--- config.mk ---
export PLATFORM = sky130hd
export DESIGN_NAME = subtract_instruction_unit
export DESIGN_NICKNAME = d
export VERILOG_FILES = /design/src/verilog/sub_pkg.sv /design/src/verilog/sub_alu.sv /design/src/verilog/subtract_instruction_unit.sv
export SDC_FILE = /design/constraint.sdc
export NUM_CORES = 1
export LEC_CHECK = 0
export BUFFER_PORTS_ARGS = -buffer_cell sky130_fd_sc_hd__buf_2
export CAP_MARGIN = 20
export CORE_MARGIN = 2
export CORE_UTILIZATION = 42
export CTS_BUF_LIST = sky130_fd_sc_hd__clkbuf_16
export DETAILED_ROUTE_END_ITERATION = 10
export PLACE_DENSITY = 0.63
export SKIP_CTS_REPAIR_TIMING = 1
export SLEW_MARGIN = 0
export SYNTH_ARGS = -nofsm -noshare
export SYNTH_HDL_FRONTEND = slang
export SYNTH_HIERARCHICAL = 1
export SYNTH_SLANG_ARGS = --single-unit
--- constraint.sdc ---
create_clock -name clk -period 3.2 [get_ports clk]
set_clock_uncertainty 0.05 [all_clocks]
set_input_delay 0.48 -clock clk [delete_from_list [all_inputs] [get_ports clk]]
set_output_delay 0.48 -clock clk [all_outputs]
set_load 0.005 [all_outputs]
--- src/verilog/sub_pkg.sv ---
// Purpose: Shared constants and types for the subtract instruction unit
// Assumes: 32-bit AHB-Lite register access, byte addresses, word aligned
// Notes: Flag positions follow the core status byte layout
package sub_pkg;

    // Register byte offsets
    localparam logic [11:0] OFF_INSTR = 12'h000;
    localparam logic [11:0] OFF_ACC = 12'h004;
    localparam logic [11:0] OFF_STATUS = 12'h008;
    localparam logic [11:0] OFF_BANK_SEL = 12'h00C;
    localparam logic [11:0] OFF_CTRL = 12'h010;
    localparam logic [11:0] OFF_INDEX_BASE = 12'h014;
    localparam logic [11:0] OFF_LAST_ADDR = 12'h018;
    // File memory window: word i at 0x040 + 4*i
    localparam logic [5:0] MEM_WINDOW = 6'h01;

    // Status and control field positions
    localparam int FLAG_C = 0;
    localparam int FLAG_DIGIT_CARRY = 1;
    localparam int FLAG_Z = 2;
    localparam int FLAG_OVERFLOW = 3;
    localparam int FLAG_N = 4;
    localparam int STAT_BUSY = 7;
    localparam int CTRL_EXT_EN = 0;

    // Reset values
    localparam logic [7:0] RST_ACC = 8'h00;
    localparam logic [4:0] RST_FLAGS = 5'h00;
    localparam logic [3:0] RST_BANK = 4'h0;
    localparam logic [11:0] RST_INDEX_BASE = 12'h000;

    // Opcode patterns
    localparam logic [7:0] OPC_LIT = 8'h08;
    localparam logic [5:0] OPC_FILE = 6'h17;
    localparam logic [5:0] OPC_BORROW = 6'h15;

    // Addressing limits
    localparam logic [7:0] MAX_INDEXED = 8'h5F;
    localparam logic [7:0] ACCESS_SPLIT = 8'h60;
    localparam logic [3:0] ACCESS_HIGH_BANK = 4'hF;

    // Instruction kinds
    typedef enum logic [1:0] {
        KIND_NONE,
        KIND_LIT,
        KIND_FILE,
        KIND_BORROW
    } kind_e;

    // Decoded instruction word
    typedef struct packed {
        kind_e kind;
        logic dest;
        logic access;
        logic [7:0] field;
    } instr_s;

    // Captured AHB address phase
    typedef struct packed {
        logic wr;
        logic rd;
        logic [11:0] addr;
    } ahb_ap_s;

    // Result flags of the subtractor
    typedef struct packed {
        logic n;
        logic overflow;
        logic z;
        logic digit_carry;
        logic c;
    } flags_s;

endpackage

--- src/verilog/sub_alu.sv ---
// Purpose: 8-bit subtractor a - b - !carry_in with status flags
// Assumes: Purely combinational, used once per instruction cycle
// Notes: Carry is the inverted borrow, as the core expects
`timescale 1ns/1ps
module sub_alu
    import sub_pkg::*;
(
    // Operands
    input wire logic [7:0] a,
    input wire logic [7:0] b,
    input wire logic carry_in,
    // Results
    output logic [7:0] result,
    output flags_s flags
);
    // Add the complement so the 9-bit adder yields the carry; a separate nibble sum gives digit carry
    wire logic [8:0] full = {1'b0, a} + {1'b0, ~b} + {8'h00, carry_in};
    // Low nibble sum, bit 4 is the digit carry
    wire logic [4:0] low = {1'b0, a[3:0]} + {1'b0, ~b[3:0]} + {4'h0, carry_in};

    assign result = full[7:0];
    assign flags.c = full[8];
    assign flags.digit_carry = low[4];
    // zero only for a zero result
    assign flags.z = (full[7:0] == 8'h00);
    assign flags.n = full[7];
    // Overflow: signs of operands differ and result sign leaves a
    assign flags.overflow = (a[7] != b[7]) && (full[7] != a[7]);
endmodule

--- src/verilog/subtract_instruction_unit.sv ---
// Purpose: Decode and execute the three subtract instructions over AHB-Lite
// Assumes: Single clock, synchronous active-high reset, zero-wait writes
// Notes: One instruction runs through four phases after its launch
`timescale 1ns/1ps
module subtract_instruction_unit
    import sub_pkg::*;
#(
    parameter int MEM_DEPTH = 16
)
(
    // Clock and reset
    input wire logic clk,
    input wire logic reset,
    // AHB-Lite slave
    input wire logic hsel,
    input wire logic [31:0] haddr,
    input wire logic [1:0] htrans,
    input wire logic hwrite,
    input wire logic [2:0] hsize,
    input wire logic [31:0] hwdata,
    input wire logic hready,
    output logic hreadyout,
    output logic [31:0] hrdata,
    output logic hresp
);
    localparam int MEM_AW = $clog2(MEM_DEPTH);
    // Instruction phase sequencer states
    typedef enum logic [2:0] {PH_IDLE, PH_Q1, PH_Q2, PH_Q3, PH_Q4} phase_e;
    // Decode an instruction word into kind and fields
    function automatic instr_s decode_instr(input logic [15:0] w);
        instr_s d;
        d = '{kind: KIND_NONE, dest: w[9], access: w[8], field: w[7:0]};
        if (w[15:8] == OPC_LIT)
            d.kind = KIND_LIT;
        else if (w[15:10] == OPC_FILE)
            d.kind = KIND_FILE;
        else if (w[15:10] == OPC_BORROW)
            d.kind = KIND_BORROW;
        return d;
    endfunction
    // Resolve the 12-bit data address of a file operand
    function automatic logic [11:0] file_addr(input logic [7:0] f, input logic acc_bit,
        input logic [3:0] bank, input logic ext, input logic [11:0] base);
        if (!acc_bit && ext && f <= MAX_INDEXED)
            return base + {4'h0, f};
        else if (!acc_bit)
            return (f < ACCESS_SPLIT) ? {4'h0, f} : {ACCESS_HIGH_BANK, f};
        else
            return {bank, f};
    endfunction
    // Software visible state
    logic [7:0] acc_q;              // Working accumulator
    flags_s status_q; // Negative, overflow, zero, digit carry, carry
    logic [3:0] bank_select_register_q;
    logic ext_en_q;                 // Extended instruction set enable
    logic [11:0] index_base_q;      // Base for indexed literal offset
    logic [7:0] mem_q [MEM_DEPTH];  // File register storage
    // Execution state
    phase_e phase_q;
    instr_s ins_q;                  // Instruction in flight
    logic [11:0] addr_q;            // Resolved file address
    logic [7:0] op_q;               // Operand read in Q2
    logic [7:0] res_q;              // Result formed in Q3
    flags_s flags_q;                // Flags formed in Q3
    // Bus state
    ahb_ap_s ap_q;
    logic hreadyout_q;
    logic [31:0] hrdata_q;
    // Address phase acceptance, only NONSEQ or SEQ with hready
    wire logic take = hsel && htrans[1] && hready;
    wire logic wr_acc = ap_q.wr && ap_q.addr == OFF_ACC;
    wire logic wr_stat = ap_q.wr && ap_q.addr == OFF_STATUS;
    wire logic wr_instr = ap_q.wr && ap_q.addr == OFF_INSTR;
    wire logic in_mem = ap_q.addr[11:6] == MEM_WINDOW;
    wire logic wr_mem = ap_q.wr && in_mem;
    wire logic [MEM_AW-1:0] bus_idx = ap_q.addr[2 +: MEM_AW];
    wire logic [MEM_AW-1:0] exec_idx = addr_q[MEM_AW-1:0];
    wire instr_s dec = decode_instr(hwdata[15:0]);
    // A write while busy or of a foreign opcode launches nothing
    wire logic launch = wr_instr && phase_q == PH_IDLE && dec.kind != KIND_NONE;
    // destination select, literal always targets the accumulator
    wire logic to_acc = ins_q.kind == KIND_LIT || !ins_q.dest;
    wire logic is_borrow = ins_q.kind == KIND_BORROW;
    // operand order: borrow form subtracts the file from the accumulator
    wire logic [7:0] alu_a = is_borrow ? acc_q : op_q;
    wire logic [7:0] alu_b = is_borrow ? op_q : acc_q;
    wire logic alu_cin = is_borrow ? status_q.c : 1'b1;
    wire logic [7:0] alu_res;
    wire flags_s alu_flags;
    // Subtractor shared by all three forms
    sub_alu u_alu (
        .a(alu_a),
        .b(alu_b),
        .carry_in(alu_cin),
        .result(alu_res),
        .flags(alu_flags)
    );
    // Read data mux, unmapped words read zero
    wire logic [7:0] stat_rd = {phase_q != PH_IDLE, 2'b00, status_q};
    wire logic [31:0] rd_word =
        ap_q.addr == OFF_ACC ? {24'h0, acc_q} :
        ap_q.addr == OFF_STATUS ? {24'h0, stat_rd} :
        ap_q.addr == OFF_BANK_SEL ? {28'h0, bank_select_register_q} :
        ap_q.addr == OFF_CTRL ? {31'h0, ext_en_q} :
        ap_q.addr == OFF_INDEX_BASE ? {20'h0, index_base_q} :
        ap_q.addr == OFF_LAST_ADDR ? {20'h0, addr_q} :
        in_mem ? {24'h0, mem_q[bus_idx]} : 32'h0000_0000;
    // Bus phases: reads take one wait state so data reflects prior writes
    always_ff @(posedge clk)
    begin
        if (reset)
        begin
            ap_q <= '0;
            hreadyout_q <= 1'b1;
            hrdata_q <= 32'h0000_0000;
        end
        else
        begin
            ap_q <= take ? ahb_ap_s'{wr: hwrite, rd: !hwrite, addr: haddr[11:0]} : '0;
            // Stall only the data phase of a read
            hreadyout_q <= !(take && !hwrite);
            if (ap_q.rd)
                hrdata_q <= rd_word;
        end
    end
    // Plain control registers
    always_ff @(posedge clk)
    begin
        if (reset)
        begin
            bank_select_register_q <= RST_BANK;
            ext_en_q <= 1'b0;
            index_base_q <= RST_INDEX_BASE;
        end
        else if (ap_q.wr)
        begin
            if (ap_q.addr == OFF_BANK_SEL)
                bank_select_register_q <= hwdata[3:0];
            if (ap_q.addr == OFF_CTRL)
                ext_en_q <= hwdata[CTRL_EXT_EN];
            if (ap_q.addr == OFF_INDEX_BASE)
                index_base_q <= hwdata[11:0];
        end
    end
    // phase sequencer, one instruction cycle of four phases
    always_ff @(posedge clk)
    begin
        if (reset)
            phase_q <= PH_IDLE;
        else
        begin
            case (phase_q)
                PH_IDLE: phase_q <= launch ? PH_Q1 : PH_IDLE;
                PH_Q1: phase_q <= PH_Q2;
                PH_Q2: phase_q <= PH_Q3;
                PH_Q3: phase_q <= PH_Q4;
                PH_Q4: phase_q <= PH_IDLE;
                default: phase_q <= PH_IDLE;
            endcase
        end
    end
    // Datapath registers per phase
    always_ff @(posedge clk)
    begin
        if (reset)
        begin
            ins_q <= '0;
            addr_q <= 12'h000;
            op_q <= 8'h00;
            res_q <= 8'h00;
            flags_q <= '0;
        end
        else
        begin
            if (launch)
                ins_q <= dec;
            // Q1 decode: resolve the file address
            if (phase_q == PH_Q1)
                addr_q <= file_addr(ins_q.field, ins_q.access, bank_select_register_q,
                    ext_en_q, index_base_q);
            // Q2 read literal or file register
            if (phase_q == PH_Q2)
                op_q <= (ins_q.kind == KIND_LIT) ? ins_q.field : mem_q[exec_idx];
            if (phase_q == PH_Q3)
            begin
                res_q <= alu_res;
                flags_q <= alu_flags;
            end
        end
    end
    // accumulator write-back, Q4 wins over a bus write
    always_ff @(posedge clk)
    begin
        if (reset)
        begin
            acc_q <= RST_ACC;
            status_q <= RST_FLAGS;
        end
        else
        begin
            if (phase_q == PH_Q4 && to_acc)
                acc_q <= res_q;
            else if (wr_acc)
                acc_q <= hwdata[7:0];
            if (phase_q == PH_Q4)
                status_q <= flags_q;
            else if (wr_stat)
                status_q <= hwdata[4:0];
        end
    end
    // File storage; only the low address bits index this small array
    always_ff @(posedge clk)
    begin
        if (reset)
            for (int i = 0; i < MEM_DEPTH; i++)
                mem_q[i] <= 8'h00;
        else if (phase_q == PH_Q4 && !to_acc)
            // write back to the file register
            mem_q[exec_idx] <= res_q;
        else if (wr_mem)
            mem_q[bus_idx] <= hwdata[7:0];
    end
    assign hreadyout = hreadyout_q;
    assign hrdata = hrdata_q;
    assign hresp = 1'b0;
    // Helper checks for the assertions below
    wire logic [7:0] exp_fwb = acc_q - op_q - {7'h00, !status_q.c};
    wire logic exp_carry = {1'b0, alu_a} >= ({1'b0, alu_b} + {8'h00, !alu_cin});
    wire logic [7:0] exp_diff = alu_a - alu_b - {7'h00, !alu_cin}; // Plain difference
endmodule

==> impl_metrics.csv, run 1 <==
group,metric,value,unit
run,cap_violations,0,
critical_path,r2r.worst_path.cells,12,
route,wl_per_cell,21.3,microns
die,die_x,178,microns
final_layout,final_nets,1291,
critical_path,rr_endpoint,"flags_q[2]",
clock_network,clk_latency,530,ps
hold_path,min_from,"haddr[8]",
power,power,6.72,mW
critical_path,worstPathArrival,3390,ps
synthesis,yosysSeqAreaShare,47.5,%
global_route,track_usage,22.1,%
critical_path,cp_max_fo,4,
global_route,grt_pass1_wl,52.8,mm
power,peakVddDrop,0.408,mV
final_layout,syn2layout_area_growth,12.9,%
critical_path,rr_startpoint,"ins_q[10]",
final_layout,regArea,6030,sq um
final_layout,final_cells,1610,
power,powerDensity,469,nW/um^2
synthesis,yosys_warnings,6,
clock_network,clkTransAtPathRegs,60,ps
clock_network,cts_tree,"yes",
critical_path,critPathKind,"register to register",
placement,gp_congestion,0.875,
placement,dp_cells,1561,
placement,numPortBuffers,46,
global_route,grt_overflow,0,
sta,slew_violations,0,
route,firstDrtPassIters,5,
clock_network,cts_buffers,26,
die,dieArea,31600,sq um
synthesis,synth_cells,1148,
die,die_y,178,microns
route,wirelength,34.3,mm
sta,period_share,93.3,%
sta,holdWs,96.4,ps
placement,dp.final_hpwl,25.0,mm
final_layout,design_area,14300,sq um
synthesis,ys_ff_latch,237,
critical_path,end_kind,"register",
synthesis,synth_enable_flop_cells,128,
route,drc,0,
die,num_rows,63,
sta,relSlewSlack,51.4,%
sta,setup_viol,0,
final_layout,layout_commonest_cell,"nor2_1",
sta,rsz0062_at_grt,"false",
sta,fmax,335,MHz
clock_network,cts_sinks,237,
sta,finalWorstSetupSlack,215,ps
route,vias,9266,
critical_path,cp.required,3610,ps
placement,preCtsSetupSlack,113,ps
die,initial_core_util,42.7,%
clock_network,clock_path_buffers,3,
global_route,grt_pass1_vias,8998,
clock_network,root_buffer,"clkbuf_16",
final_layout,drive_gt1_share,22.8,%
sta,tightest_slew,728,ps
placement,placed_cell_area,13400,sq um
critical_path,critPathLaunchType,"register",
die,ios,108,
final_layout,multi_input_area,6150,sq um
die,core,29700,sq um
clock_network,htree_levels,1,
synthesis,async_reset_ff_share,0,%
hold_path,min_path_type,"primary input to register",
final_layout,final_util,48.2,%
hold_path,holdPathEnd,"ap_q[8]",
global_route,grt_max_degree,47,
synthesis,syn-cell-area,12700,sq um
route,via_per_inst,5.76,
synthesis,synth_cell_types,70,
route,ant_nets,0,
global_route,antenna_found_initial,1,
route,drt_iter0_drc,837,
final_layout,mostFrequentLayoutCells,"nor2_1 (199), edfxtp_1 (128), dfxtp_1 (105)",
sta,post-route-min-period,2980,ps
sta,final_hold_viol_count,0,
sta,tns,0,ps
power,leakagePower,4.83,nW
final_layout,fill_cells,2671,
synthesis,ys.flop_type,"edfxtp_1",
status,status,"completed",
critical_path,timing.reg2reg.setup_slack,220,ps
hold_path,worstHoldPathCells,2,
synthesis,syn_area_per_cell,11.1,sq um
## synthesized netlist by cell type (all sizes together) (4+ instances only)
library cell,number,area [sq um]
nor2b,11,68.8
nand4,5,31.3
and2,17,106
o21a,5,37.5
mux2i,53,603
nor2,199,747
inv,33,124
nor3,17,85.1
clkbuf,41,154
ha,15,188
buf,50,323
a21oi,54,293
or3,6,37.5
a311oi,6,52.6
dfxtp,109,2180
and3,5,36.3
a22o,5,43.8
mux4,73,1640
xnor2,7,61.3
nand2,100,375
o221a,4,45.0
nand3,32,275
edfxtp,128,3840
o21ai,36,180
a211oi,22,165
nor3b,5,48.8
a21o,4,30.0
nand2b,13,81.3
nor4,4,31.3
mux2,20,225
a22oi,13,97.6
o22ai,12,75.1
## flip-flops by register name, summed over array words and instances, names as in the netlist, named ones only
| register | flops |
|---|---|
| op_q | 8 |
| index_base_q | 12 |
| ext_en_q | 1 |
| ins_q | 12 |
| phase_q | 3 |
| addr_q | 12 |
| ap_q | 14 |
| hreadyout | 1 |
| bank_select_register_q | 4 |
| mem_q | 128 |
| hrdata | 12 |
| flags_q | 5 |
| stat_rd | 5 |
| res_q | 8 |
| acc_q | 8 |
## how the worst max path moves through the flow
stage                     slack [ps]  startpoint           to
after floorplan                  110   ins_q[10]   flags_q[2]
after global placement           160   ins_q[10]   flags_q[2]
after detailed placement         110     ap_q[9]  mem_q[5][0]
after CTS                        100   ins_q[10]   flags_q[2]
after global routing              70   ins_q[10]   flags_q[2]
final                            220   ins_q[10]   flags_q[2]
## power breakdown
group | leakage (nW) | internal [mW] | switching, mW | total (mW)
combinational | 2.17 | 0.101 | 0.160 | 0.261
sequential | 2.20 | 3.26 | 0.0395 | 3.30
clock | 0.459 | 1.88 | 1.28 | 3.16
total | 4.83 | 5.24 | 1.48 | 6.72
## cell families (layout without fill, tap and decap cells)
kind of cell / Yosys count / in the layout / share of synthesized area (%)
xor+xnor: 8 / 8 / 0.552
mux: 146 / 146 / 19.5
simple gates: 426 / 426 / 15.9
flops: 237 / 237 / 47.5
fa+ha+maj: 18 / 18 / 1.95
compound gates: 188 / 188 / 9.85
buf+inv: 124 / 175 / 4.73
other cells: 1 / 22 / 0.0296
## per-layer routing
layer	wire (microns)	global-route usage (%)	share of wire, %	vias up
li1	-	-	-	4294
met1	14200	29.5	42	4534
met2	16600	37.6	48	384
met3	2540	3.23	7.4	54
met4	889	6.15	2.6	0
met5	0	0	0	-
## final cells by class
type                       instances  share of cell area (%)
inverter                          33                   0.864
tap                              390                    3.41
multi-input combinational        807                    42.9
clock buffer                      29                    5.06
clock inverter                    19                    1.23
timing repair buffer              94                    4.41
antenna                            1                  0.0175
sequential                       237                    42.1
## worst max-delay path, cell delays in order (launching register included)
cell	delay, ps
dfxtp_1	330
nand2_2	150
mux2_2	370
fa_1	480
inv_1	90
fa_1	200
nor2b_1	80
o21a_1	180
or3_1	320
a211o_1	330
nor4_2	150
nand2_1	80
a21oi_1	110
No activity file was read; power rests on OpenSTA's default activity.
==> run 2, diff against run 1 <==
Settings changed: CTS_BUF_LIST sky130_fd_sc_hd__clkbuf_16 to default.
==> impl_metrics.csv, run 2 (synthesis gave the netlist of run 1 again) <==
group,metric,value,unit
critical_path,r2r.worst_path.cells,12,
die,num_rows,63,
placement,numPortBuffers,46,
route,drt_iter0_drc,781,
die,die_y,178,microns
die,dieArea,31600,sq um
critical_path,worstPathArrival,3400,ps
critical_path,cp_max_fo,4,
final_layout,reg_top3,"mem_q: 128 flops, ap_q: 14 flops",
route,ant_nets,0,
sta,setup_viol,0,
run,cap_violations,0,
global_route,grt_max_degree,47,
critical_path,end_kind,"register",
power,swShare,21.8,%
die,die_x,178,microns
power,peakVddDrop,0.409,mV
power,p_switching,1.48,mW
route,wl_per_cell,21.3,microns
clock_network,clock_path_buffers,3,
sta,finalWorstSetupSlack,211,ps
final_layout,regMostFlops,"mem_q",
final_layout,fill_cells,2668,
critical_path,rr_startpoint,"ins_q[10]",
power,intPower,5.29,mW
power,clkPwrFrac,47.4,%
clock_network,clk_latency,530,ps
final_layout,final_nets,1291,
final_layout,syn2layout_area_growth,13.1,%
final_layout,final_cells,1610,
global_route,grt_pass1_vias,9004,
sta,post-route-min-period,2990,ps
global_route,track_usage,22.1,%
critical_path,cp.required,3610,ps
clock_network,cts_tree,"yes",
placement,gp_congestion,0.875,
global_route,grt_overflow,0,
clock_network,cts_buffers,26,
die,initial_core_util,42.7,%
placement,placed_cell_area,13400,sq um
critical_path,path_common_cell,"fa_1",
final_layout,drive_gt1_share,22.8,%
power,powerDensity,472,nW/um^2
clock_network,clkTransAtPathRegs,60,ps
final_layout,mostFrequentLayoutCells,"nor2_1 (199), edfxtp_1 (128), dfxtp_1 (105)",
route,wirelength,34.3,mm
die,ios,108,
final_layout,layout_commonest_cell,"nor2_1",
clock_network,cts_sinks,237,
hold_path,worstHoldPathCells,2,
placement,dp.final_hpwl,25.0,mm
clock_network,htree_levels,1,
critical_path,timing.reg2reg.setup_slack,210,ps
critical_path,max_stage_delay,480,ps
critical_path,critical-path-slowest-cell,"fa_1",
global_route,antenna_found_initial,1,
critical_path,rr_endpoint,"flags_q[2]",
placement,preCtsSetupSlack,113,ps
sta,slew_violations,0,
sta,tightest_slew,743,ps
route,vias,9263,
power,leakagePower,4.83,nW
final_layout,design_area,14300,sq um
sta,tns,0,ps
clock_network,root_buffer,"clkbuf_16",
final_layout,largest_register_ffs,128,
critical_path,critPathKind,"register to register",
sta,rsz0062_at_grt,"false",
die,core,29700,sq um
route,firstDrtPassIters,7,
sta,final_hold_viol_count,0,
critical_path,crit_chain,"nand2_2, mux2_2, fa_1, inv_1, fa_1, nor2b_1, o21a_1, or3_1, a211o_1, nor4_2, nand2_1, a21oi_1",
hold_path,min_path_type,"primary input to register",
global_route,grt_pass1_wl,52.9,mm
critical_path,critPathLaunchType,"register",
sta,period_share,93.4,%
route,drc,0,
status,status,"completed",
power,seqPwrFrac,48.7,%
route,via_per_inst,5.75,
placement,dp_cells,1561,
sta,relSlewSlack,50.4,%
hold_path,holdPathEnd,"ap_q[8]",
power,combPwrFrac,3.9,%
final_layout,final_util,48.3,%
sta,fmax,335,MHz
hold_path,min_from,"haddr[8]",
## run 2: cell count changes in the layout (fill, tap and decap cells not counted)
cell / before / now
clkbuf_1: 0 / 2
inv_2: 2 / 0
inv_1: 35 / 33
clkbuf_8: 0 / 2
## run 2: layout make-up
class / instances / area, sq um / area share (%)
multi-input cells: 807 / 6150 / 42.9
clock buffers: 33 / 761 / 5.30
inverters: 33 / 124 / 0.863
flip-flops and latches: 237 / 6030 / 42.0
clock inverters: 15 / 161 / 1.12
repair buffers: 94 / 632 / 4.40
well taps: 390 / 488 / 3.40
diodes: 1 / 2.50 / 0.0174
## run 2: power groups by stage
stage	Sequential (mW)	Combinational [mW]	Clock, mW
final	3.30	0.261	3.21
after global routing	3.30	0.279	3.36
after CTS	3.30	0.258	3.24
after detailed placement	3.36	0.257	0
after global placement	3.36	0.254	0
after floorplan	3.34	0.178	0
## run 2: how the worst max path moves through the flow
stage	startpoint	endpoint	slack, ps	depth (start not counted)
after global placement	ins_q[10]	flags_q[2]	160	11
final	ins_q[10]	flags_q[2]	210	12
after CTS	ins_q[10]	flags_q[2]	100	11
after floorplan	ins_q[10]	flags_q[2]	110	11
after global routing	ins_q[10]	flags_q[2]	70	12
after detailed placement	ap_q[9]	mem_q[5][0]	110	6
## run 2: through the flow
step / power (mW) / hold slack (ps)
3_5_place_dp: 3.62 / 390
2_1_floorplan: 3.52 / 386
4_1_cts: 6.80 / 83.6
6_report: 6.77 / 103
3_3_place_gp: 3.61 / 392
5_1_grt: 6.95 / 85.0
## run 2: worst max-delay path: cells and delay by family (launching register included)
family	cells	cell delay, ps
buffers and inverters	1	90
AND/OR/NAND/NOR	5	780
multiplexers	1	370
AO/OA/AOI/OAI	3	620
flip-flops	1	330
adder cells (fa/ha/maj)	2	680
## run 2: layer usage
metal  track usage, %  routed length, microns  vias up  share of wire [%]
met3             3.26                    2390       55                7.0
li1                 -                       -     4293                  -
met2             37.5                   16700      365                 49
met1             29.5                   14400     4550                 42
met5                0                       0        -                  0
met4             6.42                     900        0                2.6
